[src/verilog/uartc_pkg.sv]
// Shared constants and types of the serial port control block
package uartc_pkg;
  // Register addresses on the plain register port
  localparam logic [2:0] A_DATA = 3'h0;
  localparam logic [2:0] A_FIFO = 3'h2;
  localparam logic [2:0] A_LFC = 3'h3;
  localparam logic [2:0] A_MC = 3'h4;
  localparam logic [2:0] A_LS = 3'h5;
  localparam logic [2:0] A_MS = 3'h6;
  // Line format control fields
  localparam int LEN_LO = 0;
  localparam int B_XSTOP = 2;
  localparam int B_PEN = 3;
  localparam int B_PEVEN = 4;
  // Modem control fields
  localparam int B_DTR = 0;
  localparam int B_RTS = 1;
  localparam int B_RILB = 2;
  localparam int B_IRQEN = 3;
  localparam int B_LOOP = 4;
  // FIFO control fields
  localparam int B_FEN = 0;
  localparam int B_RXRST = 1;
  localparam int B_TXRST = 2;
  localparam int B_DMA = 3;
  localparam int TRIG_LO = 6;
  // Receive entry error fields above the 8 data bits
  localparam int E_PE = 8;
  localparam int E_FE = 9;
  localparam int E_BK = 10;
  // Reset values
  localparam logic [7:0] LFC_RST = 8'h00;
  localparam logic [4:0] MC_RST = 5'h00;
  // Receive trigger levels in bytes
  localparam logic [4:0] TRIG_1 = 5'h01;
  localparam logic [4:0] TRIG_4 = 5'h04;
  localparam logic [4:0] TRIG_8 = 5'h08;
  localparam logic [4:0] TRIG_14 = 5'h0E;
  // Ticks of the 16x clock, as last index of each span
  localparam logic [5:0] OS_END = 6'h0F;
  localparam logic [5:0] HALF_END = 6'h07;
  localparam logic [5:0] STOP15_END = 6'h17;
  localparam logic [5:0] STOP2_END = 6'h1F;
  localparam logic [2:0] BIT_BASE = 3'h4;
  typedef enum logic [2:0] {TX_IDLE, TX_START, TX_DATA, TX_PAR, TX_STOP}
    uartc_tx_t;
  typedef enum logic [2:0] {RX_IDLE, RX_START, RX_DATA, RX_PAR, RX_STOP,
    RX_HOLD} uartc_rx_t;
endpackage

[src/verilog/uartc_core.sv]
// Serial port line, modem and FIFO control with register port
//
// The placing of the registers and the address-and-strobe port were chosen for this implementation.
`timescale 1ns/100ps
// Functional notes
// - Parity select one gives even ones over data and parity, zero odd.
// - Parity enable inserts and checks a parity bit after the data bits.
// - Extra stop: 1.5 stop bits for 5-bit data, two otherwise.
// - Two-bit length field selects five to eight data bits.
// - Error summary zero without FIFO; clears on status read once no errors.
// - Transmitter idle only when shift register and holding/FIFO empty.
// - Holding-empty sets when holding/FIFO empties, clears on data write.
// - Silent-line flag for a full all-zero character, head entry in FIFO.
// - Missing-stop and parity error flags, describing the FIFO head entry.
// - Line status read clears overrun, parity, missing-stop, silent-line.
// - Overrun sets when an unread character is overwritten or lost.
// - Receive-ready is one while receive buffer or FIFO holds data.
// - Loopback holds output high, cuts input pin, request and ready outputs inactive.
// - Loopback feeds modem inputs from modem control bits.
// - Modem control bit 3 enables interrupt output; bit 2 only loops ring.
// - Modem control bits 1 and 0 drive inverted request and ready pins.
// - Modem status high nibble is inverted inputs, or control in loopback.
// - Change flags on carrier, ready, clear toggles and ring pin rising.
// - Trigger field selects 1, 4, 8 or 14 byte receive threshold.
// - DMA bit selects mode 1 only while FIFO mode is on.
// - FIFO reset bits clear counters and return to zero themselves.
// - FIFO enable bit turns on FIFO mode; software sets it first.
module uartc_core #(
  parameter int DEPTH = 16,
  parameter int AW = 4,
  parameter int BAUD_DIV = 22
) (
  input wire logic clk_in,
  input wire logic reset_in,
  input wire logic [2:0] addr_in,
  input wire logic [7:0] wdata_in,
  input wire logic wr_in,
  input wire logic rd_in,
  output logic [7:0] rdata_out,
  input wire logic serial_in,
  output logic serial_out,
  input wire logic cts_n_in,
  input wire logic dsr_n_in,
  input wire logic ri_n_in,
  input wire logic dcd_n_in,
  output logic rts_n_out,
  output logic dtr_n_out,
  output logic irq_enable_out,
  output logic rx_trigger_out,
  output logic dma_mode_out
);
  localparam logic [AW:0] CAP_F = (AW + 1)'(DEPTH);
  localparam logic [AW:0] CAP_1 = (AW + 1)'(1);
  localparam logic [15:0] DIV_END = 16'(BAUD_DIV - 1);

  // Data mask for the selected length
  function automatic logic [7:0] len_mask(input logic [1:0] len);
    len_mask = 8'hFF >> (2'h3 - len);
  endfunction

  // Parity bit for data of given length and sense
  function automatic logic par_bit(input logic [7:0] d,
    input logic [1:0] len, input logic even);
    par_bit = even ? ^(d & len_mask(len)) : ~^(d & len_mask(len));
  endfunction

  // Index of the last data bit
  function automatic logic [2:0] last_bit(input logic [1:0] len);
    last_bit = uartc_pkg::BIT_BASE + {1'b0, len};
  endfunction

  // Register port decode
  logic wr_dat, rd_dat, wr_fifo, rd_ls, rd_ms;
  assign wr_dat = wr_in && addr_in == uartc_pkg::A_DATA;
  assign rd_dat = rd_in && addr_in == uartc_pkg::A_DATA;
  assign wr_fifo = wr_in && addr_in == uartc_pkg::A_FIFO;
  assign rd_ls = rd_in && addr_in == uartc_pkg::A_LS;
  assign rd_ms = rd_in && addr_in == uartc_pkg::A_MS;

  // Control, modem and output state
  logic [7:0] lfc_r, lfc_nxt, rdata_r, rdata_nxt;
  logic [4:0] mc_r, mc_nxt;
  logic fen_r, fen_nxt, dma_r, dma_nxt;
  logic [1:0] trig_r, trig_nxt;
  logic [3:0] ms_prev_r, ms_prev_nxt, ms_chg_r, ms_chg_nxt, ms_cur;
  logic serial_output_pin_r, serial_output_pin_nxt, rts_n_r, rts_n_nxt, dtr_n_r, dtr_n_nxt;
  logic irqen_r, irqen_nxt, trig_hit_r, trig_hit_nxt, dmao_r, dmao_nxt;
  logic [15:0] bd_r, bd_nxt;
  logic tick, tx_rst, rx_rst, loop;
  logic [4:0] trig_lvl;
  logic [AW:0] cap;
  // Status bits shared with the data path
  logic ls_oe_r, ls_pe_r, ls_fe_r, ls_bk_r, ls_sum_r;
  logic [AW:0] tx_cnt_r, rx_cnt_r;
  logic [AW-1:0] rx_rp_r;
  logic [10:0] rx_mem [DEPTH];
  uartc_pkg::uartc_tx_t tx_st_r, tx_st_nxt;
  logic tx_line_r;

  assign loop = mc_r[uartc_pkg::B_LOOP];
  assign cap = fen_r ? CAP_F : CAP_1;
  assign tick = bd_r == DIV_END;

  // Control register writes, modem tracking and read mux
  always_comb
  begin
    lfc_nxt = lfc_r;
    mc_nxt = mc_r;
    fen_nxt = fen_r;
    dma_nxt = dma_r;
    trig_nxt = trig_r;
    tx_rst = 1'b0;
    rx_rst = 1'b0;
    bd_nxt = tick ? 16'h0000 : bd_r + 16'h0001;
    if (wr_in && addr_in == uartc_pkg::A_LFC)
      lfc_nxt = wdata_in;
    if (wr_in && addr_in == uartc_pkg::A_MC)
      mc_nxt = wdata_in[4:0];
    if (wr_fifo)
    begin
      fen_nxt = wdata_in[uartc_pkg::B_FEN];
      dma_nxt = wdata_in[uartc_pkg::B_DMA];
      trig_nxt = wdata_in[uartc_pkg::TRIG_LO +: 2];
      // Self-clearing resets, also on a mode change
      tx_rst = wdata_in[uartc_pkg::B_TXRST] || fen_nxt != fen_r;
      rx_rst = wdata_in[uartc_pkg::B_RXRST] || fen_nxt != fen_r;
    end
    // Modem inputs: dcd, ri, dsr, cts
    if (loop)
      ms_cur = {mc_r[uartc_pkg::B_IRQEN], mc_r[uartc_pkg::B_RILB],
        mc_r[uartc_pkg::B_DTR], mc_r[uartc_pkg::B_RTS]};
    else
      ms_cur = ~{dcd_n_in, ri_n_in, dsr_n_in, cts_n_in};
    ms_prev_nxt = ms_cur;
    // Set wins over the read clear
    ms_chg_nxt = (ms_chg_r & {4{~rd_ms}})
      | {ms_cur[3] ^ ms_prev_r[3], ms_prev_r[2] & ~ms_cur[2],
      ms_cur[1:0] ^ ms_prev_r[1:0]};
    case (trig_r)
      2'h0: trig_lvl = uartc_pkg::TRIG_1;
      2'h1: trig_lvl = uartc_pkg::TRIG_4;
      2'h2: trig_lvl = uartc_pkg::TRIG_8;
      default: trig_lvl = uartc_pkg::TRIG_14;
    endcase
    trig_hit_nxt = fen_r ? (rx_cnt_r >= trig_lvl)
      : rx_cnt_r != '0;
    dmao_nxt = fen_r && dma_r;
    serial_output_pin_nxt = loop | tx_line_r;
    rts_n_nxt = loop | ~mc_r[uartc_pkg::B_RTS];
    dtr_n_nxt = loop | ~mc_r[uartc_pkg::B_DTR];
    irqen_nxt = mc_r[uartc_pkg::B_IRQEN];
    rdata_nxt = 8'h00;
    if (rd_in)
      case (addr_in)
        uartc_pkg::A_DATA: rdata_nxt = rx_mem[rx_rp_r][7:0];
        uartc_pkg::A_LFC: rdata_nxt = lfc_r;
        uartc_pkg::A_MC: rdata_nxt = {3'h0, mc_r};
        uartc_pkg::A_LS: rdata_nxt = {ls_sum_r,
          tx_cnt_r == '0 && tx_st_r == uartc_pkg::TX_IDLE,
          tx_cnt_r == '0, ls_bk_r, ls_fe_r, ls_pe_r, ls_oe_r,
          rx_cnt_r != '0};
        uartc_pkg::A_MS: rdata_nxt = {ms_cur, ms_chg_r};
        default: rdata_nxt = 8'h00;
      endcase
  end

  // Control registers
  always_ff @(posedge clk_in or posedge reset_in)
  begin
    if (reset_in)
    begin
      lfc_r <= uartc_pkg::LFC_RST;
      mc_r <= uartc_pkg::MC_RST;
      fen_r <= 1'b0;
      dma_r <= 1'b0;
      trig_r <= 2'h0;
      ms_prev_r <= 4'h0;
      ms_chg_r <= 4'h0;
      bd_r <= 16'h0000;
      rdata_r <= 8'h00;
      serial_output_pin_r <= 1'b1;
      rts_n_r <= 1'b1;
      dtr_n_r <= 1'b1;
      irqen_r <= 1'b0;
      trig_hit_r <= 1'b0;
      dmao_r <= 1'b0;
    end
    else
    begin
      lfc_r <= lfc_nxt;
      mc_r <= mc_nxt;
      fen_r <= fen_nxt;
      dma_r <= dma_nxt;
      trig_r <= trig_nxt;
      ms_prev_r <= ms_prev_nxt;
      ms_chg_r <= ms_chg_nxt;
      bd_r <= bd_nxt;
      rdata_r <= rdata_nxt;
      serial_output_pin_r <= serial_output_pin_nxt;
      rts_n_r <= rts_n_nxt;
      dtr_n_r <= dtr_n_nxt;
      irqen_r <= irqen_nxt;
      trig_hit_r <= trig_hit_nxt;
      dmao_r <= dmao_nxt;
    end
  end

  // Transmit holding FIFO and shift engine
  logic [7:0] tx_mem [DEPTH];
  logic [AW-1:0] tx_wp_r, tx_wp_nxt, tx_rp_r, tx_rp_nxt;
  logic [AW:0] tx_cnt_nxt;
  logic [7:0] tx_sh_r, tx_sh_nxt;
  logic [5:0] tx_tk_r, tx_tk_nxt, tx_end;
  logic [2:0] tx_bit_r, tx_bit_nxt;
  logic tx_par_r, tx_par_nxt, tx_line_nxt, tx_we, tx_pop;

  always_comb
  begin
    tx_wp_nxt = tx_wp_r;
    tx_rp_nxt = tx_rp_r;
    tx_sh_nxt = tx_sh_r;
    tx_tk_nxt = tx_tk_r;
    tx_bit_nxt = tx_bit_r;
    tx_par_nxt = tx_par_r;
    tx_line_nxt = tx_line_r;
    tx_st_nxt = tx_st_r;
    tx_we = wr_dat && tx_cnt_r < cap;
    tx_pop = 1'b0;
    if (!lfc_r[uartc_pkg::B_XSTOP])
      tx_end = uartc_pkg::OS_END;
    else if (lfc_r[uartc_pkg::LEN_LO +: 2] == 2'h0)
      tx_end = uartc_pkg::STOP15_END;
    else
      tx_end = uartc_pkg::STOP2_END;
    if (tx_st_r != uartc_pkg::TX_STOP)
      tx_end = uartc_pkg::OS_END;
    if (tick)
    begin
      tx_tk_nxt = tx_tk_r + 6'h01;
      case (tx_st_r)
        uartc_pkg::TX_IDLE:
          if (tx_cnt_r != '0)
          begin
            tx_pop = 1'b1;
            tx_sh_nxt = tx_mem[tx_rp_r];
            tx_par_nxt = par_bit(tx_mem[tx_rp_r], lfc_r[1:0],
              lfc_r[uartc_pkg::B_PEVEN]);
            tx_rp_nxt = tx_rp_r + 1'b1;
            tx_st_nxt = uartc_pkg::TX_START;
            tx_line_nxt = 1'b0;
            tx_tk_nxt = 6'h00;
          end
        default:
          if (tx_tk_r == tx_end)
          begin
            tx_tk_nxt = 6'h00;
            tx_line_nxt = 1'b1;
            if (tx_st_r == uartc_pkg::TX_START)
            begin
              tx_st_nxt = uartc_pkg::TX_DATA;
              tx_line_nxt = tx_sh_r[0];
              tx_bit_nxt = 3'h0;
            end
            else if (tx_st_r == uartc_pkg::TX_DATA
              && tx_bit_r != last_bit(lfc_r[1:0]))
            begin
              tx_bit_nxt = tx_bit_r + 3'h1;
              tx_sh_nxt = tx_sh_r >> 1;
              tx_line_nxt = tx_sh_r[1];
            end
            else if (tx_st_r == uartc_pkg::TX_DATA
              && lfc_r[uartc_pkg::B_PEN])
            begin
              tx_st_nxt = uartc_pkg::TX_PAR;
              tx_line_nxt = tx_par_r;
            end
            else if (tx_st_r == uartc_pkg::TX_STOP)
              tx_st_nxt = uartc_pkg::TX_IDLE;
            else
              tx_st_nxt = uartc_pkg::TX_STOP;
          end
      endcase
    end
    if (tx_we)
      tx_wp_nxt = tx_wp_r + 1'b1;
    tx_cnt_nxt = tx_cnt_r + (AW + 1)'(tx_we) - (AW + 1)'(tx_pop);
    if (tx_rst)
    begin
      tx_wp_nxt = '0;
      tx_rp_nxt = '0;
      tx_cnt_nxt = '0;
    end
  end

  // Transmit registers
  always_ff @(posedge clk_in or posedge reset_in)
  begin
    if (reset_in)
    begin
      tx_wp_r <= '0;
      tx_rp_r <= '0;
      tx_cnt_r <= '0;
      tx_sh_r <= 8'h00;
      tx_tk_r <= 6'h00;
      tx_bit_r <= 3'h0;
      tx_par_r <= 1'b0;
      tx_line_r <= 1'b1;
      tx_st_r <= uartc_pkg::TX_IDLE;
    end
    else
    begin
      if (tx_we)
        tx_mem[tx_wp_r] <= wdata_in;
      tx_wp_r <= tx_wp_nxt;
      tx_rp_r <= tx_rp_nxt;
      tx_cnt_r <= tx_cnt_nxt;
      tx_sh_r <= tx_sh_nxt;
      tx_tk_r <= tx_tk_nxt;
      tx_bit_r <= tx_bit_nxt;
      tx_par_r <= tx_par_nxt;
      tx_line_r <= tx_line_nxt;
      tx_st_r <= tx_st_nxt;
    end
  end

  // Receive engine, receive FIFO and line status flags
  uartc_pkg::uartc_rx_t rx_st_r, rx_st_nxt;
  logic [AW-1:0] rx_wp_r, rx_wp_nxt, rx_rp_nxt;
  logic [AW:0] rx_cnt_nxt, err_cnt_r, err_cnt_nxt;
  logic [7:0] rx_sh_r, rx_sh_nxt, rx_data;
  logic [5:0] rx_tk_r, rx_tk_nxt;
  logic [2:0] rx_bit_r, rx_bit_nxt;
  logic rx_pe_r, rx_pe_nxt, rx_fe_r, rx_fe_nxt, rx_z_r, rx_z_nxt;
  logic rxd, rx_push, rx_we, rx_pop, ovw, hd_evt;
  logic [10:0] entry, hd_val;
  logic ls_oe_nxt, ls_pe_nxt, ls_fe_nxt, ls_bk_nxt, ls_sum_nxt;

  assign rxd = loop ? tx_line_r : serial_in;
  assign rx_data = (rx_sh_r >> (2'h3 - lfc_r[1:0]));

  always_comb
  begin
    rx_st_nxt = rx_st_r;
    rx_sh_nxt = rx_sh_r;
    rx_tk_nxt = rx_tk_r;
    rx_bit_nxt = rx_bit_r;
    rx_pe_nxt = rx_pe_r;
    rx_fe_nxt = rx_fe_r;
    rx_z_nxt = rx_z_r;
    rx_push = 1'b0;
    entry = {rx_z_r & ~rxd, rx_fe_r | ~rxd, rx_pe_r, rx_data};
    if (tick)
    begin
      rx_tk_nxt = rx_tk_r + 6'h01;
      case (rx_st_r)
        uartc_pkg::RX_IDLE:
          if (!rxd)
          begin
            rx_st_nxt = uartc_pkg::RX_START;
            rx_tk_nxt = 6'h00;
          end
        uartc_pkg::RX_START:
          if (rx_tk_r == uartc_pkg::HALF_END)
          begin
            rx_st_nxt = rxd ? uartc_pkg::RX_IDLE : uartc_pkg::RX_DATA;
            rx_tk_nxt = 6'h00;
            rx_bit_nxt = 3'h0;
            rx_z_nxt = 1'b1;
            rx_pe_nxt = 1'b0;
            rx_fe_nxt = 1'b0;
          end
        uartc_pkg::RX_DATA:
          if (rx_tk_r == uartc_pkg::OS_END)
          begin
            rx_tk_nxt = 6'h00;
            rx_sh_nxt = {rxd, rx_sh_r[7:1]};
            rx_z_nxt = rx_z_r & ~rxd;
            rx_bit_nxt = rx_bit_r + 3'h1;
            if (rx_bit_r == last_bit(lfc_r[1:0]))
              rx_st_nxt = lfc_r[uartc_pkg::B_PEN] ? uartc_pkg::RX_PAR
                : uartc_pkg::RX_STOP;
          end
        uartc_pkg::RX_PAR:
          if (rx_tk_r == uartc_pkg::OS_END)
          begin
            rx_tk_nxt = 6'h00;
            rx_z_nxt = rx_z_r & ~rxd;
            rx_pe_nxt = rxd != par_bit(rx_data, lfc_r[1:0],
              lfc_r[uartc_pkg::B_PEVEN]);
            rx_st_nxt = uartc_pkg::RX_STOP;
          end
        uartc_pkg::RX_STOP:
          if (rx_tk_r == uartc_pkg::OS_END && lfc_r[uartc_pkg::B_XSTOP]
            && lfc_r[1:0] != 2'h0)
          begin
            rx_fe_nxt = rx_fe_r | ~rxd;
            rx_z_nxt = rx_z_r & ~rxd;
          end
          else if (rx_tk_r == uartc_pkg::OS_END
            || rx_tk_r == uartc_pkg::STOP2_END)
          begin
            rx_push = 1'b1;
            rx_st_nxt = entry[uartc_pkg::E_BK] ? uartc_pkg::RX_HOLD
              : uartc_pkg::RX_IDLE;
          end
        uartc_pkg::RX_HOLD:
          if (rxd)
            rx_st_nxt = uartc_pkg::RX_IDLE;
        default: rx_st_nxt = uartc_pkg::RX_IDLE;
      endcase
    end
    // FIFO or single buffer bookkeeping
    rx_pop = rd_dat && rx_cnt_r != '0;
    ovw = rx_push && rx_cnt_r == cap && !rx_pop;
    rx_we = rx_push && (!ovw || !fen_r);
    rx_wp_nxt = rx_wp_r;
    rx_rp_nxt = rx_rp_r + (AW)'(rx_pop);
    rx_cnt_nxt = rx_cnt_r + (AW + 1)'(rx_push && !ovw)
      - (AW + 1)'(rx_pop);
    if (rx_we && !ovw)
      rx_wp_nxt = rx_wp_r + 1'b1;
    err_cnt_nxt = err_cnt_r
      + (AW + 1)'(fen_r && rx_we && !ovw && |entry[10:8])
      - (AW + 1)'(rx_pop && |rx_mem[rx_rp_r][10:8]);
    // New head entry whose error bits become visible
    hd_evt = 1'b1;
    hd_val = entry;
    if (rx_pop && rx_cnt_r > CAP_1)
      hd_val = rx_mem[rx_rp_r + 1'b1];
    else if (!(rx_we && (rx_cnt_r == '0 || ovw || rx_pop)))
      hd_evt = 1'b0;
    // Set wins over the read clear
    ls_oe_nxt = (rx_push && ovw) || (ls_oe_r && !rd_ls);
    ls_pe_nxt = (hd_evt && hd_val[uartc_pkg::E_PE])
      || (ls_pe_r && !rd_ls);
    ls_fe_nxt = (hd_evt && hd_val[uartc_pkg::E_FE])
      || (ls_fe_r && !rd_ls);
    ls_bk_nxt = (hd_evt && hd_val[uartc_pkg::E_BK])
      || (ls_bk_r && !rd_ls);
    if (rx_rst)
    begin
      rx_wp_nxt = '0;
      rx_rp_nxt = '0;
      rx_cnt_nxt = '0;
      err_cnt_nxt = '0;
    end
    ls_sum_nxt = fen_nxt && ((err_cnt_nxt != '0 && !ls_sum_r)
      || (ls_sum_r && !(rd_ls && err_cnt_nxt == '0)));
  end

  // Receive registers
  always_ff @(posedge clk_in or posedge reset_in)
  begin
    if (reset_in)
    begin
      rx_st_r <= uartc_pkg::RX_IDLE;
      rx_wp_r <= '0;
      rx_rp_r <= '0;
      rx_cnt_r <= '0;
      err_cnt_r <= '0;
      rx_sh_r <= 8'h00;
      rx_tk_r <= 6'h00;
      rx_bit_r <= 3'h0;
      rx_pe_r <= 1'b0;
      rx_fe_r <= 1'b0;
      rx_z_r <= 1'b0;
      ls_oe_r <= 1'b0;
      ls_pe_r <= 1'b0;
      ls_fe_r <= 1'b0;
      ls_bk_r <= 1'b0;
      ls_sum_r <= 1'b0;
    end
    else
    begin
      if (rx_we)
        rx_mem[ovw ? rx_rp_r : rx_wp_r] <= entry;
      rx_st_r <= rx_st_nxt;
      rx_wp_r <= rx_wp_nxt;
      rx_rp_r <= rx_rp_nxt;
      rx_cnt_r <= rx_cnt_nxt;
      err_cnt_r <= err_cnt_nxt;
      rx_sh_r <= rx_sh_nxt;
      rx_tk_r <= rx_tk_nxt;
      rx_bit_r <= rx_bit_nxt;
      rx_pe_r <= rx_pe_nxt;
      rx_fe_r <= rx_fe_nxt;
      rx_z_r <= rx_z_nxt;
      ls_oe_r <= ls_oe_nxt;
      ls_pe_r <= ls_pe_nxt;
      ls_fe_r <= ls_fe_nxt;
      ls_bk_r <= ls_bk_nxt;
      ls_sum_r <= ls_sum_nxt;
    end
  end

  // Outputs straight from registers
  assign rdata_out = rdata_r;
  assign serial_out = serial_output_pin_r;
  assign rts_n_out = rts_n_r;
  assign dtr_n_out = dtr_n_r;
  assign irq_enable_out = irqen_r;
  assign rx_trigger_out = trig_hit_r;
  assign dma_mode_out = dmao_r;
endmodule // uartc_core

[config.mk]
export PLATFORM = sky130hd
export DESIGN_NAME = uartc_core
export DESIGN_NICKNAME = d
export VERILOG_FILES = /design/src/verilog/uartc_pkg.sv /design/src/verilog/uartc_core.sv
export SDC_FILE = /design/constraint.sdc
export NUM_CORES = 1
export LEC_CHECK = 0
export ABC_CLOCK_PERIOD_IN_PS = 6500
export BUFFER_PORTS_ARGS = -buffer_cell sky130_fd_sc_hd__buf_2
export CORE_MARGIN = 8
export CORE_UTILIZATION = 50
export CTS_BUF_LIST = sky130_fd_sc_hd__clkbuf_4
export DETAILED_ROUTE_END_ITERATION = 10
export PLACE_DENSITY = 0.63
export SYNTH_ARGS = -nofsm -noshare
export SYNTH_HDL_FRONTEND = slang
export SYNTH_SLANG_ARGS = --single-unit
[constraint.sdc]
create_clock -name clk_in -period 6.5 [get_ports clk_in]
set_input_delay 0.65 -clock clk_in [delete_from_list [all_inputs] [get_ports clk_in]]
set_output_delay 0.65 -clock clk_in [all_outputs]
set_load 0.02 [all_outputs]
==> impl_metrics.py, run 1 <==
metrics = {
    "layout": {
        "syn2layout_area_growth_pct": 11.4,
        "finalNetCount": 1510,
        "regArea_um2": 12500,
        "final_core_util": 0.563,
        "fill_cells": 3239,
        "drive_above_1_share": 0.232,
        "post-route-cell-area_um2": 21700,
        "multi_input_area_um2": 6530,
    },
    "yosys": {
        "syn-instance-count": 1335,
        "synthesis.area_um2": 19500,
        "synth_edf_count": 304,
        "ys_ff_latch": 440,
        "syn_avg_cell_area_um2": 14.6,
        "seq_area_frac_synth": 0.643,
        "yosys_warnings": 0,
        "ys_types": 63,
        "synthArstFlopShare": 0.309,
        "syn-num-nets": 1399,
        "synth_top_flop_cell": "edfxtp_1",
    },
    "critical_path": {
        "path_class": "register to register",
        "crit_arrival_ps": 5210,
        "endpoint_kind": "register",
        "critPathMaxStageDelay_ps": 640,
        "critical-path-slowest-cell": "or4_1",
        "crit_fanout": 16,
        "crit_chain": "inv_1 -> ha_1 -> nor4bb_1 -> nand4_1 -> buf_4 -> or4_1 -> or2_2 -> a211o_1 -> ha_1 -> inv_1 -> ha_1 -> inv_1 -> fa_1 -> nor2b_1 -> o21ai_0 -> nand2b_1 -> xnor2_1 -> nor2_1 -> a211o_1 -> o21a_1",
        "cpLargestDelayFamily": "simple AND/OR/NAND/NOR gates",
        "cp-start-kind": "register",
        "critPathRequiredTime_ps": 7130,
        "path_buf_inv": 4,
    },
    "routing": {
        "wl_um": 42700,
        "via_per_inst": 5.59,
        "drt_iter0_drc": 752,
        "dr.pass1.iters": 5,
        "vias": 11500,
        "antenna_left": 0,
        "detail_route.wl_per_cell_um": 20.7,
        "drc": 0,
    },
    "timing": {
        "slew_headroom": 0.185,
        "grt_setup_unrepaired": "false",
        "max_freq_mhz": 219,
        "min_period_ps": 4570,
        "hold_violations": 0,
        "setup_viol": 0,
        "worst_slack_ps": 1930,
        "period_share": 0.704,
        "worstMarginPinSlew_ps": 1220,
        "drv_slew": 0,
        "fin_setup_tns_ps": 0,
        "finClkSkew_ps": 68.0,
    },
    "floorplanning": {
        "fp.dieW_um": 213,
        "initial_core_util": 0.506,
        "die_area_um2": 45600,
        "core_um2": 38600,
        "rows": 72,
        "die_h_um": 213,
        "pin_count": 34,
    },
    "placed_design": {
        "placed_area_um2": 20200,
        "place_ws_ps": 1970,
        "place.detailed.hpwl_um": 28200,
        "io_buffers": 33,
        "gp_congestion": 0.837,
    },
    "grt": {
        "first_global_vias": 11800,
        "grt_overflow": 0,
        "antenna_found_initial": 2,
        "grt_pass1_wl_um": 66800,
        "grt_use_total": 0.192,
        "grt_max_degree": 102,
    },
    "clocking": {
        "clkTransAtPathRegs_ps": 70,
        "cts_made_buffers": 110,
        "htreeDepth": 3,
        "cts-root-buf": "clkbuf_4",
        "cts_setup_buffers": 0,
        "post_cts_resized": 0,
        "hold_buffers": 0,
        "clockBufferDepth": 3,
        "cts_tree": "yes",
        "clk_latency_ps": 810,
        "clock-sinks": 440,
    },
    "status": {
        "status": "complete, no violations",
    },
    "flow_run": {
        "max_cap_violations": 0,
    },
    "power_and_ir_drop": {
        "power.density_nw_per_um2": 350,
        "ir_drop_mv": 0.200,
        "p_leak_uw": 0.00815,
        "total_power_uw": 7600,
    },
    "hold_path": {
        "hp-class": "input pin to asynchronous set/reset pin",
    },
}
layout by cell type, fill, tap and decap left out, types with 7 or more instances in the layout:
master and n:
clkbuf_4 167, mux2_2 24, o21ai_0 56, buf_4 23
nand2_1 102, o211ai_1 8, a21oi_1 43, nand2b_1 10
and3_1 10, edfxtp_1 304, nor4_1 11, and2_1 13
buf_2 33, nor2b_1 18, dfrtp_1 129, nand4_1 9
inv_1 48, clkinv_1 29, a31oi_1 8, clkinv_2 7
mux4_2 80, or3_1 9, a21o_1 7, ha_1 41
xor2_1 22, nor2_1 103, mux2i_1 33, a22oi_1 8
xnor2_1 39, nand3_1 32, nor3_1 33
area by class of cell:
cell class | instances | area share
diodes | 4 | 0.000461
clock buffers | 167 | 0.0577
clock inverters | 41 | 0.00934
inverters | 49 | 0.00870
multi-input cells | 789 | 0.301
flip-flops and latches | 440 | 0.578
well taps | 518 | 0.0299
repair buffers | 56 | 0.0156
cell usage after synthesis, types with 10 or more instances:
cell type	n	area (µm²)
a21oi_1	43	215
and2_1	13	81.3
and3_1	10	62.6
buf_2	10	50.1
clkbuf_1	36	135
dfrtp_1	132	3300
edfxtp_1	304	9130
ha_1	41	513
inv_1	49	184
mux2_2	24	270
mux2i_1	35	350
mux4_2	80	1800
nand2_1	102	383
nand2b_1	10	62.6
nand3_1	32	160
nor2_1	103	387
nor2b_1	18	113
nor3_1	34	170
nor4_1	11	68.8
o21ai_0	56	280
xnor2_1	39	342
xor2_1	22	193
sequential cells by signal, indices dropped and copies added (netlist names), 5 cells and up:
name       cells
err_cnt_r      5
rx_tk_r        6
rx_mem       176
tx_tk_r        6
mc_r           5
tx_mem       128
lfc_r          8
rx_cnt_r       5
tx_sh_r        8
tx_cnt_r       5
rdata_out      8
bd_r          16
rx_sh_r        8
worst reg2reg max path, delay by kind of cell, from the launching register on:
family	cells	cell delay, ps
AO/OA/AOI/OAI	4	790
XOR/XNOR	1	110
adder cells (fa/ha/maj)	4	940
buffers and inverters	4	410
flip-flops	1	400
AND/OR/NAND/NOR	7	1790
per-stage QoR:
step                hold slack [ps]  cells
detailed placement              442   1852
CTS                             104   2060
global route                    101   2064
global placement                452   1852
finish                         67.0   2064
floorplan                       373   1335
report_power, final:
part	internal [µW]	total, µW	leakage [µW]	switching [µW]
registers	3200	3490	0.00455	290
logic	868	1770	0.00273	906
clock network	1220	2330	0.000868	1110
metal layers:
metal | GRT usage | routed length, µm | vias to the layer above
met5 | 0 | 0 | -
met4 | 0.0702 | 1060 | 0
met3 | 0.0506 | 2710 | 69
met2 | 0.316 | 21000 | 331
met1 | 0.244 | 17900 | 5794
li1 | - | - | 5353
cell families after synthesis:
kind of cell / share of synthesized area
simple gates: 0.0927
mux: 0.133
buf+inv: 0.0227
xor+xnor: 0.0282
fa+ha+maj: 0.0294
compound gates: 0.0508
flops: 0.643
path summary, 6_finish.rpt:
check / slack [ps] / cells after the start / to / startpoint
setup / recovery: 1930 / 20 / ls_sum_r$_DFF_PP0_ / bd_r[1]$_DFF_PP0_
hold / removal: 70 / 2 / tx_cnt_r[1]$_DFF_PP0_ / reset_in
setup reg to reg: 1930 / 20 / ls_sum_r$_DFF_PP0_ / bd_r[1]$_DFF_PP0_
hold reg to reg: 430 / 1 / dma_mode_out$_DFF_PP0_ / dma_r$_DFFE_PP0P_
max in group asynchronous: 5300 / 3 / rx_rp_r[1]$_DFF_PP0_ / reset_in
min in group clk_in: 190 / 2 / ms_prev_r[0]$_DFF_PP0_ / cts_n_in
No activity file was read; power rests on OpenSTA's default activity.
==> inputs of run 2 (changes only) <==
Settings changed: ABC_CLOCK_PERIOD_IN_PS 6500 to 4500.
Clock period 6.5 ns to 4.5 ns, I/O delays scaled along.
==> impl_metrics.py, run 2 (synthesis gave the netlist of run 1 again) <==
metrics = {
    "routing": {
        "antenna_left": 0,
        "dr.pass1.iters": 5,
        "drt_iter0_drc": 851,
        "via_per_inst": 5.53,
        "wl_um": 42100,
        "vias": 11600,
        "drc": 0,
        "detail_route.wl_per_cell_um": 20.1,
    },
    "layout": {
        "layout_common_cells": "edfxtp_1 (304), clkbuf_4 (175), dfrtp_1 (129), nor2_1 (103), nand2_1 (102)",
        "drive_above_1_share": 0.245,
        "final_core_util": 0.569,
        "finalNetCount": 1538,
        "reg_top3": "rx_mem: 176 flops, tx_mem: 128 flops, bd_r: 16 flops",
        "final_common_cell": "edfxtp_1",
        "regMostFlops": "rx_mem",
        "largest_reg_flops": 176,
        "syn2layout_area_growth_pct": 12.6,
    },
    "critical_path": {
        "path_class": "register to register",
        "reg2reg_depth": 19,
        "r2r-end": "ls_sum_r$_DFF_PP0_",
        "endpoint_kind": "register",
        "critPathRequiredTime_ps": 5160,
        "r2r_setup_slack_ps": 310,
        "cp-start-kind": "register",
        "r2r-start": "bd_r[1]$_DFF_PP0_",
        "crit_arrival_ps": 4850,
        "crit_fanout": 4,
    },
    "floorplanning": {
        "die_h_um": 213,
        "die_area_um2": 45600,
        "fp.dieW_um": 213,
        "pin_count": 34,
        "rows": 72,
        "core_um2": 38600,
        "initial_core_util": 0.506,
    },
    "power_and_ir_drop": {
        "p_leak_uw": 0.00832,
        "ir_drop_mv": 0.408,
        "power.density_nw_per_um2": 501,
    },
    "timing": {
        "fin_setup_tns_ps": 0,
        "setup_viol": 0,
        "drv_slew": 0,
        "min_period_ps": 4190,
        "worstMarginPinSlew_ps": 1230,
        "hold_violations": 0,
        "period_share": 0.931,
        "max_freq_mhz": 239,
        "grt_setup_unrepaired": "false",
        "slew_headroom": 0.158,
        "finClkSkew_ps": 41.5,
    },
    "hold_path": {
        "hold-path-endpoint": "trig_r[0]$_DFFE_PP0P_",
        "min_path_cells": 3,
        "hp-class": "input pin to register",
        "hold_start": "wdata_in[6]",
    },
    "status": {
        "status": "complete, no violations",
    },
    "placed_design": {
        "place.detailed.hpwl_um": 27900,
        "io_buffers": 33,
        "gp_congestion": 0.875,
    },
    "clocking": {
        "cts_tree": "yes",
        "cts_made_buffers": 109,
        "cts-root-buf": "clkbuf_4",
        "htreeDepth": 3,
        "clock-sinks": 440,
        "cts_setup_buffers": 0,
        "clk_latency_ps": 790,
        "clkTransAtPathRegs_ps": 70,
        "clockBufferDepth": 3,
    },
    "grt": {
        "antenna_found_initial": 1,
        "grt_use_total": 0.192,
        "grt_pass1_wl_um": 66600,
        "first_global_vias": 12000,
        "grt_max_degree": 74,
        "grt_overflow": 0,
    },
    "flow_run": {
        "max_cap_violations": 0,
    },
}
==> run 2: cell type report <==
type | count | area (µm²)
clock buffers | 175 | 1310
well taps | 518 | 648
repair buffers | 85 | 573
inverters | 49 | 189
diodes | 1 | 2.50
clock inverters | 32 | 155
flip-flops and latches | 440 | 12500
fillers | 3133 | 16600
multi-input cells | 789 | 6530
==> run 2: worst max-delay path, stage by stage, from the launching register on <==
cell,delay (ps)
dfrtp_1,400
inv_1,70
ha_1,120
nor4bb_2,300
nand4_1,210
or4_4,600
or2_2,320
a211o_1,280
ha_1,270
inv_1,50
ha_1,150
inv_1,50
fa_1,400
nor2b_1,120
o21ai_0,70
nand2b_1,90
xnor2_1,110
nor2_1,70
a211o_1,250
o21a_1,160
==> run 2: power breakdown <==
part	total [µW]	switching [µW]	internal (µW)	leakage, µW
clock network	3370	1550	1820	0.000884
logic	2670	1400	1270	0.00288
registers	4960	328	4630	0.00455
total	11000	3280	7720	0.00832
==> run 2: per-stage QoR <==
stage | power [µW] | area, µm² | hold slack (ps) | setup WS [ps] | cells
floorplan | 7030 | 19500 | 373 | 417 | 1335
global placement | 7670 | 20400 | 403 | 168 | 1874
detailed placement | 7710 | 20400 | 406 | 138 | 1874
CTS | 11100 | 21900 | 6.33 | 138 | 2088
global route | 11600 | 22000 | 38.1 | 43.7 | 2089
finish | 11000 | 22000 | 99.4 | 313 | 2089
==> run 2: routing by layer <==
| layer | track usage | wire length [µm] | share of wire | up-vias |
|---|---|---|---|---|
| met5 | 0 | 0 | 0 | - |
| met4 | 0.0766 | 1100 | 0.026 | 0 |
| met3 | 0.0393 | 1970 | 0.047 | 71 |
| met2 | 0.323 | 21000 | 0.50 | 294 |
| met1 | 0.242 | 18000 | 0.43 | 5787 |
| li1 | - | - | - | 5401 |
==> run 2: worst max-delay path by stage <==
stage / slack, ps / cells past startpoint / to / from
floorplan: 420 / 1 / bd_r[0]$_DFF_PP0_ / reset_in
global placement: 170 / 19 / ls_sum_r$_DFF_PP0_ / bd_r[1]$_DFF_PP0_
detailed placement: 140 / 19 / ls_sum_r$_DFF_PP0_ / bd_r[1]$_DFF_PP0_
CTS: 140 / 19 / ls_sum_r$_DFF_PP0_ / bd_r[1]$_DFF_PP0_
global route: 40 / 19 / ls_sum_r$_DFF_PP0_ / bd_r[1]$_DFF_PP0_
finish: 310 / 19 / ls_sum_r$_DFF_PP0_ / bd_r[1]$_DFF_PP0_
==> run 2: timing repair <==
item / 4_1_cts / 5_1_grt
hold endpoints to repair: 100 / 0
hold buffers: 7 / 0
resized for setup: 0 / 2
setup endpoints to repair: 0 / 1
==> inputs of run 3 (changes only) <==
Settings changed: ABC_CLOCK_PERIOD_IN_PS 4500 to 3400, PLACE_DENSITY 0.63 to 0.65.
Clock period 4.5 ns to 3.4 ns, I/O delays scaled along.
==> impl_metrics.py, run 3 (synthesis gave the netlist of run 1 again) <==
metrics = {
    "critical_path": {
        "crit_fanout": 2,
        "critPathRequiredTime_ps": 4110,
        "r2r-end": "ls_sum_r$_DFF_PP0_",
        "path_class": "register to register",
        "crit_arrival_ps": 4620,
        "endpoint_kind": "register",
        "cp-start-kind": "register",
        "r2r_setup_slack_ps": -510,
        "reg2reg_depth": 19,
        "r2r-start": "bd_r[1]$_DFF_PP0_",
    },
    "clocking": {
        "cts-root-buf": "clkbuf_4",
        "cts_made_buffers": 112,
        "htreeDepth": 3,
        "clock-sinks": 440,
        "clockBufferDepth": 3,
        "cts_tree": "yes",
        "clk_latency_ps": 830,
        "clkTransAtPathRegs_ps": 70,
    },
    "hold_path": {
        "hold_start": "wr_in",
        "hold-path-endpoint": "mc_r[3]$_DFFE_PP0P_",
        "hp-class": "input pin to register",
        "min_path_cells": 4,
    },
    "layout": {
        "fill_cells": 3123,
        "regMostFlops": "rx_mem",
        "syn2layout_area_growth_pct": 17.4,
        "regArea_um2": 12500,
        "final_core_util": 0.594,
        "finalNetCount": 1633,
        "final_common_cell": "edfxtp_1",
        "drive_above_1_share": 0.293,
        "multi_input_area_um2": 6660,
        "largest_reg_flops": 176,
        "reg_top3": "rx_mem: 176 flops, tx_mem: 128 flops, bd_r: 16 flops",
        "stdcell_count": 2188,
        "layout_common_cells": "edfxtp_1 (304), clkbuf_4 (166), dfrtp_1 (129), buf_4 (115), nand2_1 (100)",
    },
    "placed_design": {
        "placed_cells": 1952,
        "gp_congestion": 0.864,
        "io_buffers": 33,
        "place.detailed.hpwl_um": 29200,
    },
    "status": {
        "status": "complete, but fails checks",
        "violations": "negative setup slack",
    },
    "routing": {
        "dr.pass1.iters": 6,
        "via_per_inst": 5.48,
        "wl_um": 42900,
        "drc": 0,
        "detail_route.wl_per_cell_um": 19.6,
        "vias": 12000,
        "drt_iter0_drc": 730,
        "antenna_left": 0,
    },
    "flow_run": {
        "max_cap_violations": 0,
    },
    "power_and_ir_drop": {
        "p_comb_frac": 0.267,
        "p_sw_uw": 4470,
        "p_leak_uw": 0.00879,
        "seqPwrFrac": 0.438,
        "power_frac_clock": 0.295,
        "power.density_nw_per_um2": 648,
        "switching_share": 0.302,
        "internal_power_uw": 10300,
        "ir_drop_mv": 0.354,
    },
    "floorplanning": {
        "die_area_um2": 45600,
        "die_h_um": 213,
        "initial_core_util": 0.506,
        "pin_count": 34,
        "fp.dieW_um": 213,
        "rows": 72,
        "core_um2": 38600,
    },
    "grt": {
        "grt_pass1_wl_um": 68500,
        "antenna_found_initial": 2,
        "grt_use_total": 0.195,
        "first_global_vias": 12600,
        "grt_overflow": 0,
        "grt_max_degree": 42,
    },
    "timing": {
        "hold_violations": 0,
        "min_period_ps": 3910,
        "worstMarginPinSlew_ps": 1160,
        "setup_viol": 4,
        "max_freq_mhz": 256,
        "finClkSkew_ps": 41.2,
        "period_share": 1.15,
        "worst_slack_ps": -508,
        "drv_slew": 0,
        "grt_setup_unrepaired": "true",
        "slew_headroom": 0.202,
    },
}
==> run 3: power groups by stage <==
stage	combinational [µW]	sequential, µW	clock (µW)
2_1_floorplan	2880	6440	0
3_3_place_gp	3740	6580	0
3_5_place_dp	3820	6590	0
4_1_cts	3990	6490	4500
5_1_grt	4370	6540	4820
6_report	3960	6490	4370
==> run 3: worst max-delay path, cell delays in order, from the launching register on <==
cell,delay [ps]
dfrtp_1,380
inv_1,60
ha_1,140
nor4bb_4,230
nand4_1,200
or4_4,570
or2_4,250
a211o_1,270
ha_1,260
inv_1,60
ha_2,170
inv_2,40
fa_2,330
nor2b_1,110
o21ai_1,60
nand2b_1,90
xnor2_1,120
nor2_1,70
a211o_1,230
o21a_1,160
==> run 3: worst max path at each step <==
stage | slack, ps | end | start | cells past startpoint
5_1_grt | -720 | ls_sum_r$_DFF_PP0_ | bd_r[1]$_DFF_PP0_ | 19
6_report | -510 | ls_sum_r$_DFF_PP0_ | bd_r[1]$_DFF_PP0_ | 19
4_1_cts | -530 | ls_sum_r$_DFF_PP0_ | bd_r[8]$_DFF_PP0_ | 18
2_1_floorplan | -430 | ls_sum_r$_DFF_PP0_ | bd_r[1]$_DFF_PP0_ | 19
3_5_place_dp | -580 | ls_sum_r$_DFF_PP0_ | bd_r[8]$_DFF_PP0_ | 18
3_3_place_gp | -560 | ls_sum_r$_DFF_PP0_ | bd_r[8]$_DFF_PP0_ | 18
==> run 3: routing by layer <==
layer	global-route usage	vias to the layer above	wire length [µm]
li1	-	5609	-
met1	0.241	6004	17900
met2	0.337	293	21800
met3	0.0419	83	2200
met4	0.0690	0	1020
met5	0	-	0
==> run 3: area by class of cell <==
type / instances / share of cell area
Antenna cell: 7 / 0.000765
Sequential cell: 440 / 0.548
Clock buffer: 166 / 0.0545
Multi-Input combinational cell: 789 / 0.291
Clock inverter: 42 / 0.00804
Inverter: 49 / 0.00820
Tap cell: 518 / 0.0283
Timing Repair Buffer: 177 / 0.0611
==> run 3: through the flow <==
step	hold WS [ps]	setup slack (ps)	cell area (µm²)	power [µW]	setup TNS, ps
final	61.4	-508	22900	14800	-1180
after CTS	14.7	-532	22800	15000	-1300
after floorplan	373	-428	19500	9320	-493
after detailed placement	406	-583	21100	10400	-13550
after global placement	409	-560	21100	10300	-3910
after global routing	28.7	-720	22900	15700	-2320
==> run 3: repair_timing <==
| action | CTS | global route |
|---|---|---|
| endpoints found under the setup margin | 155 | 185 |
| endpoints found under the hold margin | 170 | 0 |
| buffers inserted | 6 | 2 |
| gates resized for setup | 18 | 20 |
| hold buffers | 14 | 0 |
| pin swaps | 9 | 2 |
